<file path="src/shared/ufcs_map.svh">
`ifndef UFCS_MAP_SVH
`define UFCS_MAP_SVH

// Register addresses on the special-function-register bus
`define UFCS_ADDR_CTRL 8'h98
`define UFCS_ADDR_DATA 8'h99
`define UFCS_ADDR_MODE 8'hA9

// Control and status field positions
`define UFCS_OVR_BIT 7
`define UFCS_PERR_BIT 6
`define UFCS_THRE_BIT 5
`define UFCS_REN_BIT 4
`define UFCS_TBX_BIT 3
`define UFCS_RBX_BIT 2
`define UFCS_TI_BIT 1
`define UFCS_RI_BIT 0

// Frame mode field positions
`define UFCS_MCE_BIT 7
`define UFCS_PT_HI 6
`define UFCS_PT_LO 5
`define UFCS_PE_BIT 4
`define UFCS_DL_HI 3
`define UFCS_DL_LO 2
`define UFCS_XBE_BIT 1
`define UFCS_SBL_BIT 0

// Reset values
`define UFCS_CTRL_RESET 8'h20
`define UFCS_MODE_RESET 8'h0C

// Oversample tick counts (16 ticks per bit)
`define UFCS_TICK_MID 4'h7
`define UFCS_TICK_LAST 4'hF
`define UFCS_STOP1_LAST 6'h0F
`define UFCS_STOP15_LAST 6'h17
`define UFCS_STOP2_LAST 6'h1F

// Receive FIFO depth
`define UFCS_FIFO_DEPTH 2'h3

`endif

</file>
<file path="src/shared/ufcs_pkg.sv">
package ufcs_pkg;

	typedef enum logic [4:0] {
		UFCS_IDLE = 5'b00001,
		UFCS_START = 5'b00010,
		UFCS_DATA = 5'b00100,
		UFCS_EXTRA = 5'b01000,
		UFCS_STOP = 5'b10000
	} ufcs_state_t;

	typedef enum logic [1:0] {
		UFCS_PAR_ODD = 2'h0,
		UFCS_PAR_EVEN = 2'h1,
		UFCS_PAR_MARK = 2'h2,
		UFCS_PAR_SPACE = 2'h3
	} ufcs_parity_t;

	// Keeps only the bits that the data length selects
	function automatic logic [7:0] ufcs_mask(input logic [7:0] d, input logic [1:0] len);
		logic [7:0] m;
		m = 8'hFF >> (3'h3 - {1'b0, len});
		return d & m;
	endfunction

	// Parity bit to send or expect for the given data
	function automatic logic ufcs_parity(input logic [7:0] d, input logic [1:0] len,
		input ufcs_parity_t pt);
		logic x;
		x = ^ufcs_mask(d, len);
		unique case (pt)
			UFCS_PAR_ODD: return ~x;
			UFCS_PAR_EVEN: return x;
			UFCS_PAR_MARK: return 1'b1;
			UFCS_PAR_SPACE: return 1'b0;
		endcase
	endfunction

endpackage

</file>
<file path="src/verilog/ufcs_rx.sv">
`timescale 1ns/100ps
`default_nettype none
`include "ufcs_map.svh"

module ufcs_rx (
	input wire logic clock, // System clock
	input wire logic reset_n, // Asynchronous reset
	input wire logic tick_16x, // Oversample tick
	input wire logic rx_pin, // Serial input
	input wire logic rx_enable, // Receiver on
	input wire logic [1:0] data_len, // Data length select
	input wire logic parity_en, // Parity on
	input wire ufcs_pkg::ufcs_parity_t parity_type, // Parity type
	input wire logic extra_en, // Extra bit on
	output logic frame_done, // Pulse at stop sampling
	output logic [7:0] frame_data, // Received data
	output logic frame_extra, // Extra bit or first stop
	output logic frame_stop_ok, // Stop bit high
	output logic frame_perr // Parity mismatch
);

	ufcs_pkg::ufcs_state_t state_reg;
	logic [3:0] tick_reg;
	logic [2:0] idx_reg;
	logic [7:0] shift_reg;
	logic extra_reg;

	always_ff @(posedge clock or negedge reset_n) begin
		if (!reset_n) begin
			state_reg <= ufcs_pkg::UFCS_IDLE;
			tick_reg <= 4'h0;
			idx_reg <= 3'h0;
			shift_reg <= 8'h00;
			extra_reg <= 1'b0;
			frame_done <= 1'b0;
			frame_data <= 8'h00;
			frame_extra <= 1'b0;
			frame_stop_ok <= 1'b0;
			frame_perr <= 1'b0;
		end else begin
			frame_done <= 1'b0;
			if (tick_16x) begin
				tick_reg <= tick_reg + 4'h1;
				unique case (state_reg)
					ufcs_pkg::UFCS_IDLE: begin
						if (rx_enable && !rx_pin) begin
							state_reg <= ufcs_pkg::UFCS_START;
							tick_reg <= 4'h0;
							shift_reg <= 8'h00;
						end
					end
					ufcs_pkg::UFCS_START: begin
						if (tick_reg == `UFCS_TICK_MID) begin
							tick_reg <= 4'h0;
							idx_reg <= 3'h0;
							// False start: line back high at mid-bit
							state_reg <= rx_pin ? ufcs_pkg::UFCS_IDLE
								: ufcs_pkg::UFCS_DATA;
						end
					end
					ufcs_pkg::UFCS_DATA: begin
						if (tick_reg == `UFCS_TICK_LAST) begin
							shift_reg[idx_reg] <= rx_pin;
							idx_reg <= idx_reg + 3'h1;
							if (idx_reg == {1'b1, data_len}) begin
								state_reg <= (parity_en || extra_en) ?
									ufcs_pkg::UFCS_EXTRA : ufcs_pkg::UFCS_STOP;
							end
						end
					end
					ufcs_pkg::UFCS_EXTRA: begin
						if (tick_reg == `UFCS_TICK_LAST) begin
							extra_reg <= rx_pin;
							state_reg <= ufcs_pkg::UFCS_STOP;
						end
					end
					ufcs_pkg::UFCS_STOP: begin
						if (tick_reg == `UFCS_TICK_LAST) begin
							frame_done <= 1'b1;
							frame_stop_ok <= rx_pin;
							frame_data <= ufcs_pkg::ufcs_mask(shift_reg, data_len);
							frame_extra <= extra_en ? extra_reg : rx_pin;
							frame_perr <= parity_en && (extra_reg != ufcs_pkg::ufcs_parity(
								shift_reg, data_len, parity_type));
							state_reg <= ufcs_pkg::UFCS_IDLE;
						end
					end
				endcase
			end
		end
	end

endmodule // ufcs_rx

`default_nettype wire

</file>
<file path="src/verilog/ufcs_top.sv">
// Functional notes
// - Overrun flag bit 7 sets when a character arrives with FIFO full and no data buffer read; char dropped.
// - With parity on, parity error bit 6 sets when oldest FIFO byte mismatches.
// - Parity error flag is cleared only by software writing zero.
// - Bit 5 reads 1 when transmit holding register is empty.
// - Receive enable bit 4 gates reception; stored bytes stay readable.
// - With extra bit on and parity off, bit 3 is sent as extra bit.
// - Bit 2 holds received extra bit, or first stop bit when extra is off.
// - Transmit-done bit 1 sets at stop-bit start; requests interrupt; software clears.
// - Receive-done bit 0 sets at stop sampling of an accepted byte.
// - Receive-done raises a port interrupt request when enabled.
// - Receive-done stays set while bytes wait; clear works once only buffer remains.
// - Multiprocessor mode needs received extra bit 1 for receive-done.
// - Parity type bits 6:5 select odd, even, mark, space.
// - Parity enable bit 4 turns on parity generation and checking.
// - Data length bits 3:2 select five to eight data bits.
// - Extra bit enable bit 1 appends one extra bit after the data unless parity is on.
// - Stop length: one bit, or two bits (1.5 for five-bit data).
// - Frame: low start, data LSB first, optional extra, high stop.
// - Byte enters three-entry FIFO only with space and high stop bit.
// - Data buffer read returns oldest byte; next byte follows at once.
// - Data buffer write loads holding register, clears empty, starts sending.
`timescale 1ns/100ps
`default_nettype none
`include "ufcs_map.svh"

module ufcs_top (
	input wire logic clock, // System clock, 25 MHz
	input wire logic reset_n, // Asynchronous reset
	input wire logic tick_16x, // Bit-rate tick, 16 per bit
	input wire logic [7:0] sfr_addr, // Register address
	input wire logic [7:0] sfr_wdata, // Write data
	input wire logic sfr_wr, // Write strobe
	input wire logic sfr_rd, // Read strobe
	input wire logic irq_enable, // Port interrupt enable
	input wire logic rx_pin, // Serial receive line
	output logic [7:0] sfr_rdata, // Read data, one cycle after strobe
	output logic tx_pin, // Serial transmit line
	output logic irq_req // Port interrupt request
);

	////////////////////////////////////////////////////////////////////////////
	// Declarations

	logic [7:0] mode_reg;
	logic ovr_reg;
	logic perr_reg;
	logic thre_reg;
	logic ren_reg;
	logic tbx_reg;
	logic ti_reg;
	logic ri_reg;

	logic [7:0] fifo_data_reg [0:2];
	logic fifo_extra_reg [0:2];
	logic fifo_perr_reg [0:2];
	logic [1:0] fifo_count_reg;

	logic [7:0] hold_reg;
	ufcs_pkg::ufcs_state_t tx_state_reg;
	logic [5:0] tx_tick_reg;
	logic [2:0] tx_idx_reg;
	logic [7:0] tx_shift_reg;
	logic tx_bit;
	logic [5:0] stop_last;

	logic rx_done;
	logic [7:0] rx_data;
	logic rx_extra;
	logic rx_stop_ok;
	logic rx_perr;

	logic mce;
	ufcs_pkg::ufcs_parity_t ptype;
	logic pe;
	logic [1:0] dlen;
	logic xbe;
	logic sbl;

	logic wr_ctrl;
	logic wr_mode;
	logic wr_data;
	logic rd_data;
	logic pop;
	logic accept;
	logic overrun;
	logic [1:0] count_after;
	logic head_new;
	logic head_perr;

	////////////////////////////////////////////////////////////////////////////
	// Field decode

	assign mce = mode_reg[`UFCS_MCE_BIT];
	assign ptype = ufcs_pkg::ufcs_parity_t'(mode_reg[`UFCS_PT_HI:`UFCS_PT_LO]);
	assign pe = mode_reg[`UFCS_PE_BIT];
	assign dlen = mode_reg[`UFCS_DL_HI:`UFCS_DL_LO];
	assign xbe = mode_reg[`UFCS_XBE_BIT];
	assign sbl = mode_reg[`UFCS_SBL_BIT];

	assign wr_ctrl = sfr_wr && (sfr_addr == `UFCS_ADDR_CTRL);
	assign wr_mode = sfr_wr && (sfr_addr == `UFCS_ADDR_MODE);
	assign wr_data = sfr_wr && (sfr_addr == `UFCS_ADDR_DATA);
	assign rd_data = sfr_rd && (sfr_addr == `UFCS_ADDR_DATA);

	////////////////////////////////////////////////////////////////////////////
	// Receiver

	ufcs_rx u_rx (
		.clock(clock),
		.reset_n(reset_n),
		.tick_16x(tick_16x),
		.rx_pin(rx_pin),
		.rx_enable(ren_reg),
		.data_len(dlen),
		.parity_en(pe),
		.parity_type(ptype),
		.extra_en(xbe),
		.frame_done(rx_done),
		.frame_data(rx_data),
		.frame_extra(rx_extra),
		.frame_stop_ok(rx_stop_ok),
		.frame_perr(rx_perr)
	);

	////////////////////////////////////////////////////////////////////////////
	// Receive FIFO; entry 0 is the data buffer seen by software

	assign pop = rd_data && (fifo_count_reg != 2'h0);
	assign overrun = rx_done && rx_stop_ok
		&& (fifo_count_reg == `UFCS_FIFO_DEPTH) && !pop;
	assign accept = rx_done && rx_stop_ok && !overrun;
	assign count_after = fifo_count_reg + {1'b0, accept} - {1'b0, pop};

	// A byte becomes oldest when pushed into an empty or drained FIFO, or exposed by a pop
	assign head_new = (accept && ((fifo_count_reg == 2'h0) || (pop && (fifo_count_reg == 2'h1))))
		|| (pop && (fifo_count_reg > 2'h1));
	assign head_perr = (pop && (fifo_count_reg > 2'h1))
		? fifo_perr_reg[1] : rx_perr;

	always_ff @(posedge clock or negedge reset_n) begin
		if (!reset_n) begin
			fifo_count_reg <= 2'h0;
			for (int i = 0; i < 3; i++) begin
				fifo_data_reg[i] <= 8'h00;
				fifo_extra_reg[i] <= 1'b0;
				fifo_perr_reg[i] <= 1'b0;
			end
		end else begin
			fifo_count_reg <= count_after;
			if (pop) begin
				fifo_data_reg[0] <= fifo_data_reg[1];
				fifo_data_reg[1] <= fifo_data_reg[2];
				fifo_extra_reg[0] <= fifo_extra_reg[1];
				fifo_extra_reg[1] <= fifo_extra_reg[2];
				fifo_perr_reg[0] <= fifo_perr_reg[1];
				fifo_perr_reg[1] <= fifo_perr_reg[2];
			end
			if (accept) begin
				fifo_data_reg[count_after - 2'h1] <= rx_data;
				fifo_extra_reg[count_after - 2'h1] <= rx_extra;
				fifo_perr_reg[count_after - 2'h1] <= rx_perr;
			end
		end
	end

	////////////////////////////////////////////////////////////////////////////
	// Control and status flags; a hardware set wins over a software clear

	always_ff @(posedge clock or negedge reset_n) begin
		if (!reset_n) begin
			ovr_reg <= 1'b0;
			ren_reg <= 1'b0;
			tbx_reg <= 1'b0;
		end else begin
			if (overrun) begin
				ovr_reg <= 1'b1;
			end else if (wr_ctrl) begin
				ovr_reg <= sfr_wdata[`UFCS_OVR_BIT];
			end
			if (wr_ctrl) begin
				ren_reg <= sfr_wdata[`UFCS_REN_BIT];
				tbx_reg <= sfr_wdata[`UFCS_TBX_BIT];
			end
		end
	end

	always_ff @(posedge clock or negedge reset_n) begin
		if (!reset_n) begin
			perr_reg <= 1'b0;
		end else if (pe && head_new && head_perr) begin
			perr_reg <= 1'b1;
		end else if (wr_ctrl) begin
			perr_reg <= sfr_wdata[`UFCS_PERR_BIT];
		end
	end

	always_ff @(posedge clock or negedge reset_n) begin
		if (!reset_n) begin
			ri_reg <= 1'b0;
		end else if (accept && (!mce || (xbe && rx_extra))) begin
			ri_reg <= 1'b1;
		end else if (wr_ctrl && sfr_wdata[`UFCS_RI_BIT]) begin
			ri_reg <= 1'b1;
		end else if (wr_ctrl && (count_after <= 2'h1)) begin
			ri_reg <= 1'b0;
		end
	end

	always_ff @(posedge clock or negedge reset_n) begin
		if (!reset_n) begin
			ti_reg <= 1'b0;
		end else if ((tx_state_reg == ufcs_pkg::UFCS_EXTRA
			|| tx_state_reg == ufcs_pkg::UFCS_DATA) && tx_bit_end()
			&& (tx_state_reg == ufcs_pkg::UFCS_EXTRA || !(pe || xbe))
			&& (tx_state_reg == ufcs_pkg::UFCS_EXTRA
			|| tx_idx_reg == {1'b1, dlen})) begin
			ti_reg <= 1'b1;
		end else if (wr_ctrl) begin
			ti_reg <= sfr_wdata[`UFCS_TI_BIT];
		end
	end

	// Port interrupt request from either completion flag
	always_ff @(posedge clock or negedge reset_n) begin
		if (!reset_n) begin
			irq_req <= 1'b0;
		end else begin
			irq_req <= irq_enable && (ri_reg || ti_reg);
		end
	end

	always_ff @(posedge clock or negedge reset_n) begin
		if (!reset_n) begin
			mode_reg <= `UFCS_MODE_RESET;
		end else if (wr_mode) begin
			mode_reg <= sfr_wdata;
		end
	end

	////////////////////////////////////////////////////////////////////////////
	// Register read path

	always_ff @(posedge clock or negedge reset_n) begin
		if (!reset_n) begin
			sfr_rdata <= 8'h00;
		end else if (sfr_rd) begin
			unique case (sfr_addr)
				`UFCS_ADDR_CTRL: sfr_rdata <= {ovr_reg, perr_reg, thre_reg, ren_reg,
					tbx_reg, fifo_extra_reg[0], ti_reg, ri_reg};
				`UFCS_ADDR_MODE: sfr_rdata <= mode_reg;
				`UFCS_ADDR_DATA: sfr_rdata <= fifo_data_reg[0];
				default: sfr_rdata <= 8'h00;
			endcase
		end
	end

	////////////////////////////////////////////////////////////////////////////
	// Transmitter

	// Last tick of the current bit
	function automatic logic tx_bit_end();
		return tick_16x && (tx_tick_reg == {2'b00, `UFCS_TICK_LAST});
	endfunction

	always_comb begin
		if (!sbl) begin
			stop_last = `UFCS_STOP1_LAST;
		end else if (dlen == 2'h0) begin
			stop_last = `UFCS_STOP15_LAST;
		end else begin
			stop_last = `UFCS_STOP2_LAST;
		end
	end

	// Holding register and its empty flag
	always_ff @(posedge clock or negedge reset_n) begin
		if (!reset_n) begin
			hold_reg <= 8'h00;
			thre_reg <= 1'b1;
		end else if (wr_data) begin
			hold_reg <= sfr_wdata;
			thre_reg <= 1'b0;
		end else if (tx_state_reg == ufcs_pkg::UFCS_IDLE && !thre_reg) begin
			thre_reg <= 1'b1;
		end
	end

	always_ff @(posedge clock or negedge reset_n) begin
		if (!reset_n) begin
			tx_state_reg <= ufcs_pkg::UFCS_IDLE;
			tx_tick_reg <= 6'h00;
			tx_idx_reg <= 3'h0;
			tx_shift_reg <= 8'h00;
		end else begin
			if (tick_16x) begin
				tx_tick_reg <= tx_tick_reg + 6'h01;
			end
			unique case (tx_state_reg)
				ufcs_pkg::UFCS_IDLE: begin
					if (!thre_reg && !wr_data) begin
						tx_shift_reg <= ufcs_pkg::ufcs_mask(hold_reg, dlen);
						tx_tick_reg <= 6'h00;
						tx_state_reg <= ufcs_pkg::UFCS_START;
					end
				end
				ufcs_pkg::UFCS_START: begin
					if (tx_bit_end()) begin
						tx_tick_reg <= 6'h00;
						tx_idx_reg <= 3'h0;
						tx_state_reg <= ufcs_pkg::UFCS_DATA;
					end
				end
				ufcs_pkg::UFCS_DATA: begin
					if (tx_bit_end()) begin
						tx_tick_reg <= 6'h00;
						tx_idx_reg <= tx_idx_reg + 3'h1;
						if (tx_idx_reg == {1'b1, dlen}) begin
							tx_state_reg <= (pe || xbe) ? ufcs_pkg::UFCS_EXTRA
								: ufcs_pkg::UFCS_STOP;
						end
					end
				end
				ufcs_pkg::UFCS_EXTRA: begin
					if (tx_bit_end()) begin
						tx_tick_reg <= 6'h00;
						tx_state_reg <= ufcs_pkg::UFCS_STOP;
					end
				end
				ufcs_pkg::UFCS_STOP: begin
					if (tick_16x && tx_tick_reg == stop_last) begin
						tx_tick_reg <= 6'h00;
						tx_state_reg <= ufcs_pkg::UFCS_IDLE;
					end
				end
			endcase
		end
	end

	// Line level for the current bit
	always_comb begin
		unique case (tx_state_reg)
			ufcs_pkg::UFCS_START: tx_bit = 1'b0;
			ufcs_pkg::UFCS_DATA: tx_bit = tx_shift_reg[tx_idx_reg];
			ufcs_pkg::UFCS_EXTRA: tx_bit = pe
				? ufcs_pkg::ufcs_parity(tx_shift_reg, dlen, ptype)
				: tbx_reg;
			default: tx_bit = 1'b1;
		endcase
	end

	always_ff @(posedge clock or negedge reset_n) begin
		if (!reset_n) begin
			tx_pin <= 1'b1;
		end else begin
			tx_pin <= tx_bit;
		end
	end

endmodule // ufcs_top

`default_nettype wire
</file>
<file path="config.mk">
export PLATFORM = sky130hd
export DESIGN_NAME = ufcs_top
export DESIGN_NICKNAME = d
export VERILOG_FILES = /design/src/shared/ufcs_pkg.sv /design/src/verilog/ufcs_rx.sv /design/src/verilog/ufcs_top.sv
export VERILOG_INCLUDE_DIRS = /design/src /design/src/shared
export SDC_FILE = /design/constraint.sdc
export NUM_CORES = 1
export LEC_CHECK = 0
export ABC_AREA = 1
export BUFFER_PORTS_ARGS = -buffer_cell sky130_fd_sc_hd__buf_4
export CELL_PAD_IN_SITES_DETAIL_PLACEMENT = 1
export CELL_PAD_IN_SITES_GLOBAL_PLACEMENT = 1
export CORE_MARGIN = 4
export CORE_UTILIZATION = 41
export CTS_CLUSTER_SIZE = 25
export DETAILED_ROUTE_END_ITERATION = 10
export PLACE_DENSITY_LB_ADDON = 0.1
export SYNTH_ARGS = -nofsm -noshare
export SYNTH_HDL_FRONTEND = slang
export SYNTH_HIERARCHICAL = 1
export SYNTH_SLANG_ARGS = --single-unit
</file>
<file path="constraint.sdc">
create_clock -name clock -period 2.3 [get_ports clock]
set_input_delay 0.46 -clock clock [delete_from_list [all_inputs] [get_ports clock]]
set_output_delay 0.46 -clock clock [all_outputs]
set_load 0.005 [all_outputs]
</file>
; Word level (Yosys, flattened, before mapping)
; Index checks and enable logic that the tools add are counted.
[classes]
add_sub_neg = 8
multipliers = 0
div = 0
n_lt_le_gt_ge = 7
eq_ne = 37
shift = 1
muxes = 77
bitwise_logic = 6
n_reduce_logical = 68
[ops]
columns = operator, count
row1 = $mux 5, 14
row2 = $pmux 5 s5, 2
row3 = $logic_and 1x1->1, 30
row4 = $and 8x8->8, 3
row5 = $bwmux 24, 1
row6 = $eq 8x8->1 const B, 3
row7 = $mux 24, 1
row8 = $mux 6, 4
row9 = $mux 8, 3
row10 = $pmux 8 s3, 1
row11 = $mux 1, 23
row12 = $mux 3, 7
row13 = $ne 2x1->1 const B, 10
row14 = $pmux 6 s3, 1
row15 = $demux 8 s2, 1
row16 = $mux 16, 1
row17 = $pmux 8 s2, 1
row18 = $reduce_bool 2->1, 8
row19 = $reduce_xor 8->1, 2
row20 = $mux 4, 3
row21 = $pmux 3 s2, 2
row22 = $eq 5x1->1 const B, 2
row23 = $eq 5x2->1 const B, 2
row24 = $eq 5x3->1 const B, 2
row25 = 46 further kinds, 77
[totals]
reg_bits = 120
latchBits = 0
mem_bits_rw = 0
mem_bits_ro = 0
input_bits = 23
output_inout_bits = 10
elab_cells = 240
n_memories = 0

; Logic depth before layout (Yosys ltp)
[depth]
ltp_word = 17
depth_mapped = 19
depth_no_buf = 19

; By module
; Netlist, hierarchy kept.
[modules_own_cells]
columns = mod, instances, cells_per_inst, area_per_inst_um2, seq_area_each_um2
row1 = ufcs_top, 1, 571, 4400.5, 2158.3
row2 = ufcs_rx, 1, 239, 1859.3, 827.0

; Least setup slack after synthesis
; OpenSTA, ideal clock, no wires.
[synth_timing]
kind = input to register
start = input sfr_addr[1]
end = register fifo_data_reg[16] (netlist bit)
setup_ns = 0.119
t_arrival_ns = 2.815
required_time_ns = 2.181
setup_slack_ns = -0.633
path_stages = 16
n_path_buf = 2
path_cell_list = nor4_4 -> nand2_2 -> nor2_2 -> nand2_2 -> inv_2 -> buf_4 -> ha_1 -> inv_1 -> ha_1 -> xor2_1 -> xor2_1 -> inv_2 -> clkbuf_1 -> nand4_2 -> nand2_1 -> nand2_1
[synth_via]
elab_chain_cells = 17
elab_cells_between_ends = 19
classes_between = add/sub (3) / order compare (2) / eq/ne (1) / mux (5) / bitwise (1) / reduce/logical (7)
[synth_lines]
columns = element, line
row1 = start: declaration, ufcs_top.sv:31  ; input wire logic [7:0] sfr_addr,
row2 = $eq 8x8->1 (*), n/a
row3 = $logic_and 1x1->1 (*), ufcs_top.sv:104  ; assign rd_data = sfr_rd && (sfr_addr == `UFCS_ADDR_DATA);
row4 = $logic_and 1x1->1 (*), ufcs_top.sv:129  ; assign pop = rd_data && (fifo_count_reg != 2'h0);
row5 = $logic_not 1->1, ufcs_top.sv:131  ; && (fifo_count_reg == `UFCS_FIFO_DEPTH) && !pop;
row6 = $logic_and 1x1->1, ufcs_top.sv:130  ; assign overrun = rx_done && rx_stop_ok
row7 = $logic_not 1->1, ufcs_top.sv:132  ; assign accept = rx_done && rx_stop_ok && !overrun;
row8 = $logic_and 1x1->1, ufcs_top.sv:132
row9 = $add 2x1->2, ufcs_top.sv:133  ; assign count_after = fifo_count_reg + {1'b0, accept} - {1'b0, pop};
row10 = (+1 left out), n/a
row11 = net count_after[1], ufcs_top.sv:87  ; logic [1:0] count_after;
row12 = $sub 2x1->2 (*), ufcs_top.sv:160  ; fifo_data_reg[count_after - 2'h1] <= rx_data;
row13 = $not 2->3 (implied by the code) (*), ufcs_top.sv:160
row14 = $ge 3x3->1 (implied by the code) or $lt 3x1->1 (tied branches), ufcs_top.sv:160
row15 = $logic_and 1x1->1 (implied by the code), ufcs_top.sv:160
row16 = $mux 8 (implied by the code), ufcs_top.sv:160
row17 = $demux 8 s2 (*), ufcs_top.sv:160
row18 = $bwmux 24 (*), ufcs_top.sv:160
row19 = $mux 24 (*), ufcs_top.sv:159  ; if (accept) begin
row20 = end signal: indexed assignment, ufcs_top.sv:160
row21 = end: declaration, ufcs_top.sv:54  ; logic [7:0] fifo_data_reg [0:2];
; The timed path passes the listed nets; every way through them passes the cells marked *.
; A chain may end at the register's enable or synchronous reset.

; Worst setup path in the final report
[layout_timing]
start = input sfr_addr[2]
end = register fifo_data_reg[15] (netlist bit)
; The elaborated chain is that of the path after synthesis.

==> results.py <==
metrics = {
    "worst_setup_path": {
        "critPathKind": "in -> reg",
        "arrival_ps": 2680,
        "startpoint_type": "input port",
        "crit_required_ps": 2600,
        "cp_max_fo": 10,
        "end_kind": "flop",
        "r2r_cells": 15,
    },
    "power": {
        "p_total_mw": 6.672,
        "pwr_density_cell_nw_per_um2": 851.0,
        "peakVddDrop_mv": 0.4743,
        "p_leak_nw": 4.112,
    },
    "clock_tree": {
        "cts_max_level": 4,
        "cts_buffers": 17,
        "clock_latency_ps": 410,
        "clkTransAtPathRegs_ps": 50,
        "cts-root-buf": "clkbuf_16",
        "cts_tree": "done",
        "cts.sinks": 119,
        "cts_max_path_buffers": 2,
    },
    "logic_synthesis": {
        "yosys_warnings": 6,
        "yosys-top-cells-area": "dfrtp_1, nand2_1, o21ai_0",
        "syn-num-nets": 839,
        "ys_seq_elements": 119,
        "ys_types": 43,
        "syn_inst": 810,
        "avgSynthCellArea_sq_um": 7.728,
        "synth_area_sq_um": 6260,
        "synth_top_cell_area_share": 0.4517,
        "synth_seq_area_share": 0.4769,
        "yosysTopAreaCell": "dfrtp_1",
    },
    "die": {
        "core_sq_um": 14750,
        "core.rowCount": 44,
        "die-width_um": 131.6,
        "die_area_sq_um": 17310,
        "initial_core_util": 0.4243,
        "io_pins": 33,
        "die_y_um": 131.6,
    },
    "sta": {
        "finalWorstSetupSlack_ps": -80.08,
        "timing.final.crit_period_ps": 2380,
        "period_share": 1.035,
        "fmax_mhz": 420.2,
        "slew_viol_final": 0,
        "relSlewSlack": 0.6679,
        "grt_setup_unrepaired": "yes",
        "worstMarginPinSlew_ps": 496.4,
        "finalHoldViolations": 0,
        "clock-skew-final_ps": 6.293,
        "setup_viol_count_final": 29,
    },
    "global_route": {
        "grt_overflow": 0,
        "grtUsageTotal": 0.2233,
        "grt_pass1_vias": 6183,
        "grt_antenna_before_repair": 0,
        "grt_max_degree": 55,
        "grt_pass1_wl_um": 31380,
    },
    "run_status": {
        "run_status": "finished, violations left",
        "violations": "setup timing",
    },
    "layout": {
        "drive_gt1_frac": 0.1788,
        "stdcell_count": 1090,
        "utilization": 0.5314,
        "largest_reg_flops": 24,
        "final_area_sq_um": 7840,
        "layout_common_cells": "nand2_1, dfrtp_1, inv_1",
        "final_common_cell": "nand2_1",
        "fin_nets": 922,
        "num_antenna_cells": 0,
        "syn_to_final_growth_pct": 25.24,
    },
    "detailed_routing": {
        "routedWlPerCell_um": 17.40,
        "drcViolationCount": 0,
        "dr.first_iter.drc_count": 366,
        "totalWireLength_um": 18970,
        "final_antenna_net_count": 0,
        "dr.pass1.iters": 5,
        "via_per_inst": 5.288,
        "dr_total_vias": 5764,
    },
    "placed_design": {
        "gp_congestion": 0.8362,
        "placed_cells_incl_taps": 1042,
        "dp_hpwl_um": 13500,
        "place_ws_ps": -689.7,
        "port_buffers": 32,
        "dpl_cell_area_sq_um": 6978,
    },
    "hold_path": {
        "hold_path_class": "in -> async",
    },
    "run": {
        "cap_violations": 0,
    },
}
==> worst paths after layout <==
kind / end / startpoint / slack [ps]
hold reg to reg: fifo_data_reg[3] / fifo_data_reg[3] / 480
min in group clock: irq_req / irq_enable / 260
max in group asynchronous: mode_reg[2] / reset_n / 1580
setup / recovery: fifo_data_reg[15] / sfr_addr[2] / -80
setup reg to reg: fifo_data_reg[15] / u_rx/frame_stop_ok / 10
hold / removal: hold_reg[3] / reset_n / 3
==> power by group <==
part / total (mW) / leakage, nW / internal, mW / switching (mW)
combinational: 1.27 / 2.30 / 0.419 / 0.848
clock: 2.92 / 0.321 / 2.00 / 0.924
sequential: 2.48 / 1.49 / 2.29 / 0.190
total: 6.67 / 4.11 / 4.71 / 1.96
==> through the flow <==
step	hold WS, ps	setup TNS [ps]
after floorplan	164.4	-11390
after global placement	446.9	-15990
after detailed placement	449.3	-18560
after CTS	6.136	-472.3
after global routing	14.75	-5458
final	3.126	-1248
==> cells by family (layout without fill, tap and decap cells) <==
logic type / count (synthesis) / in the layout / share of synthesized area
and+or+nand+nor: 418 / 421 / 0.2898
AOI/OAI and AO/OA: 130 / 130 / 0.1175
DFF: 119 / 119 / 0.4769
buffers and inverters: 118 / 211 / 0.07695
xor gates and xnor gates: 18 / 18 / 0.02518
adders and majority gates: 6 / 6 / 0.01199
muxes: 1 / 1 / 0.001599
==> routing by layer <==
layer	track usage	vias up	wire (um)
met3	0.05275	19	685
met2	0.3871	88	9464
met4	0.05951	0	269
met1	0.2807	2868	8549
li1	-	2789	-
met5	0	-	0
==> critical path, stage by stage <==
cell and delay [ps]:
buf_8 100, nor4_4 290, nand2_2 110, nor2_4 130, inv_2 70, nand2_4 80, nand2_4 50, ha_4 270
inv_4 30, ha_4 140, xor2_1 150, xor2_1 220, inv_2 110, nor2_4 120, nand2_2 160, nand2_1 120
nand2_1 70
==> cells in the mapped netlist (all sizes together) <==
cell type / number
nor3: 12
or2: 1
nand2: 284
o221ai: 3
o211ai: 7
o31ai: 2
o21ai: 94
dfstp: 6
nor2: 50
clkbuf: 7
nor3b: 3
ha: 6
a31oi: 2
xor2: 11
mux2i: 1
nor4: 2
clkinv: 1
nand3: 45
a21oi: 17
inv: 101
o21bai: 1
o22ai: 3
o21a: 1
xnor2: 7
dfrtp: 113
buf: 9
nand4: 21
==> layout make-up <==
| class | count | area, sq um |
|---|---|---|
| clock buffers | 23 | 478.0 |
| clock inverters | 9 | 170.2 |
| fillers | 1784 | 6914 |
| inverters | 102 | 392.9 |
| multi-input cells | 576 | 2945 |
| flip-flops and latches | 119 | 2985 |
| well taps | 184 | 230.2 |
| repair buffers | 77 | 638.1 |
==> what timing repair did <==
action	CTS	global route
gates cloned	1	3
endpoints found under the setup margin	29	30
buffers inserted	6	6
pin swaps	12	4
gates resized for setup	7	15
hold buffers	0	0
No activity file was read; power rests on OpenSTA's default activity.
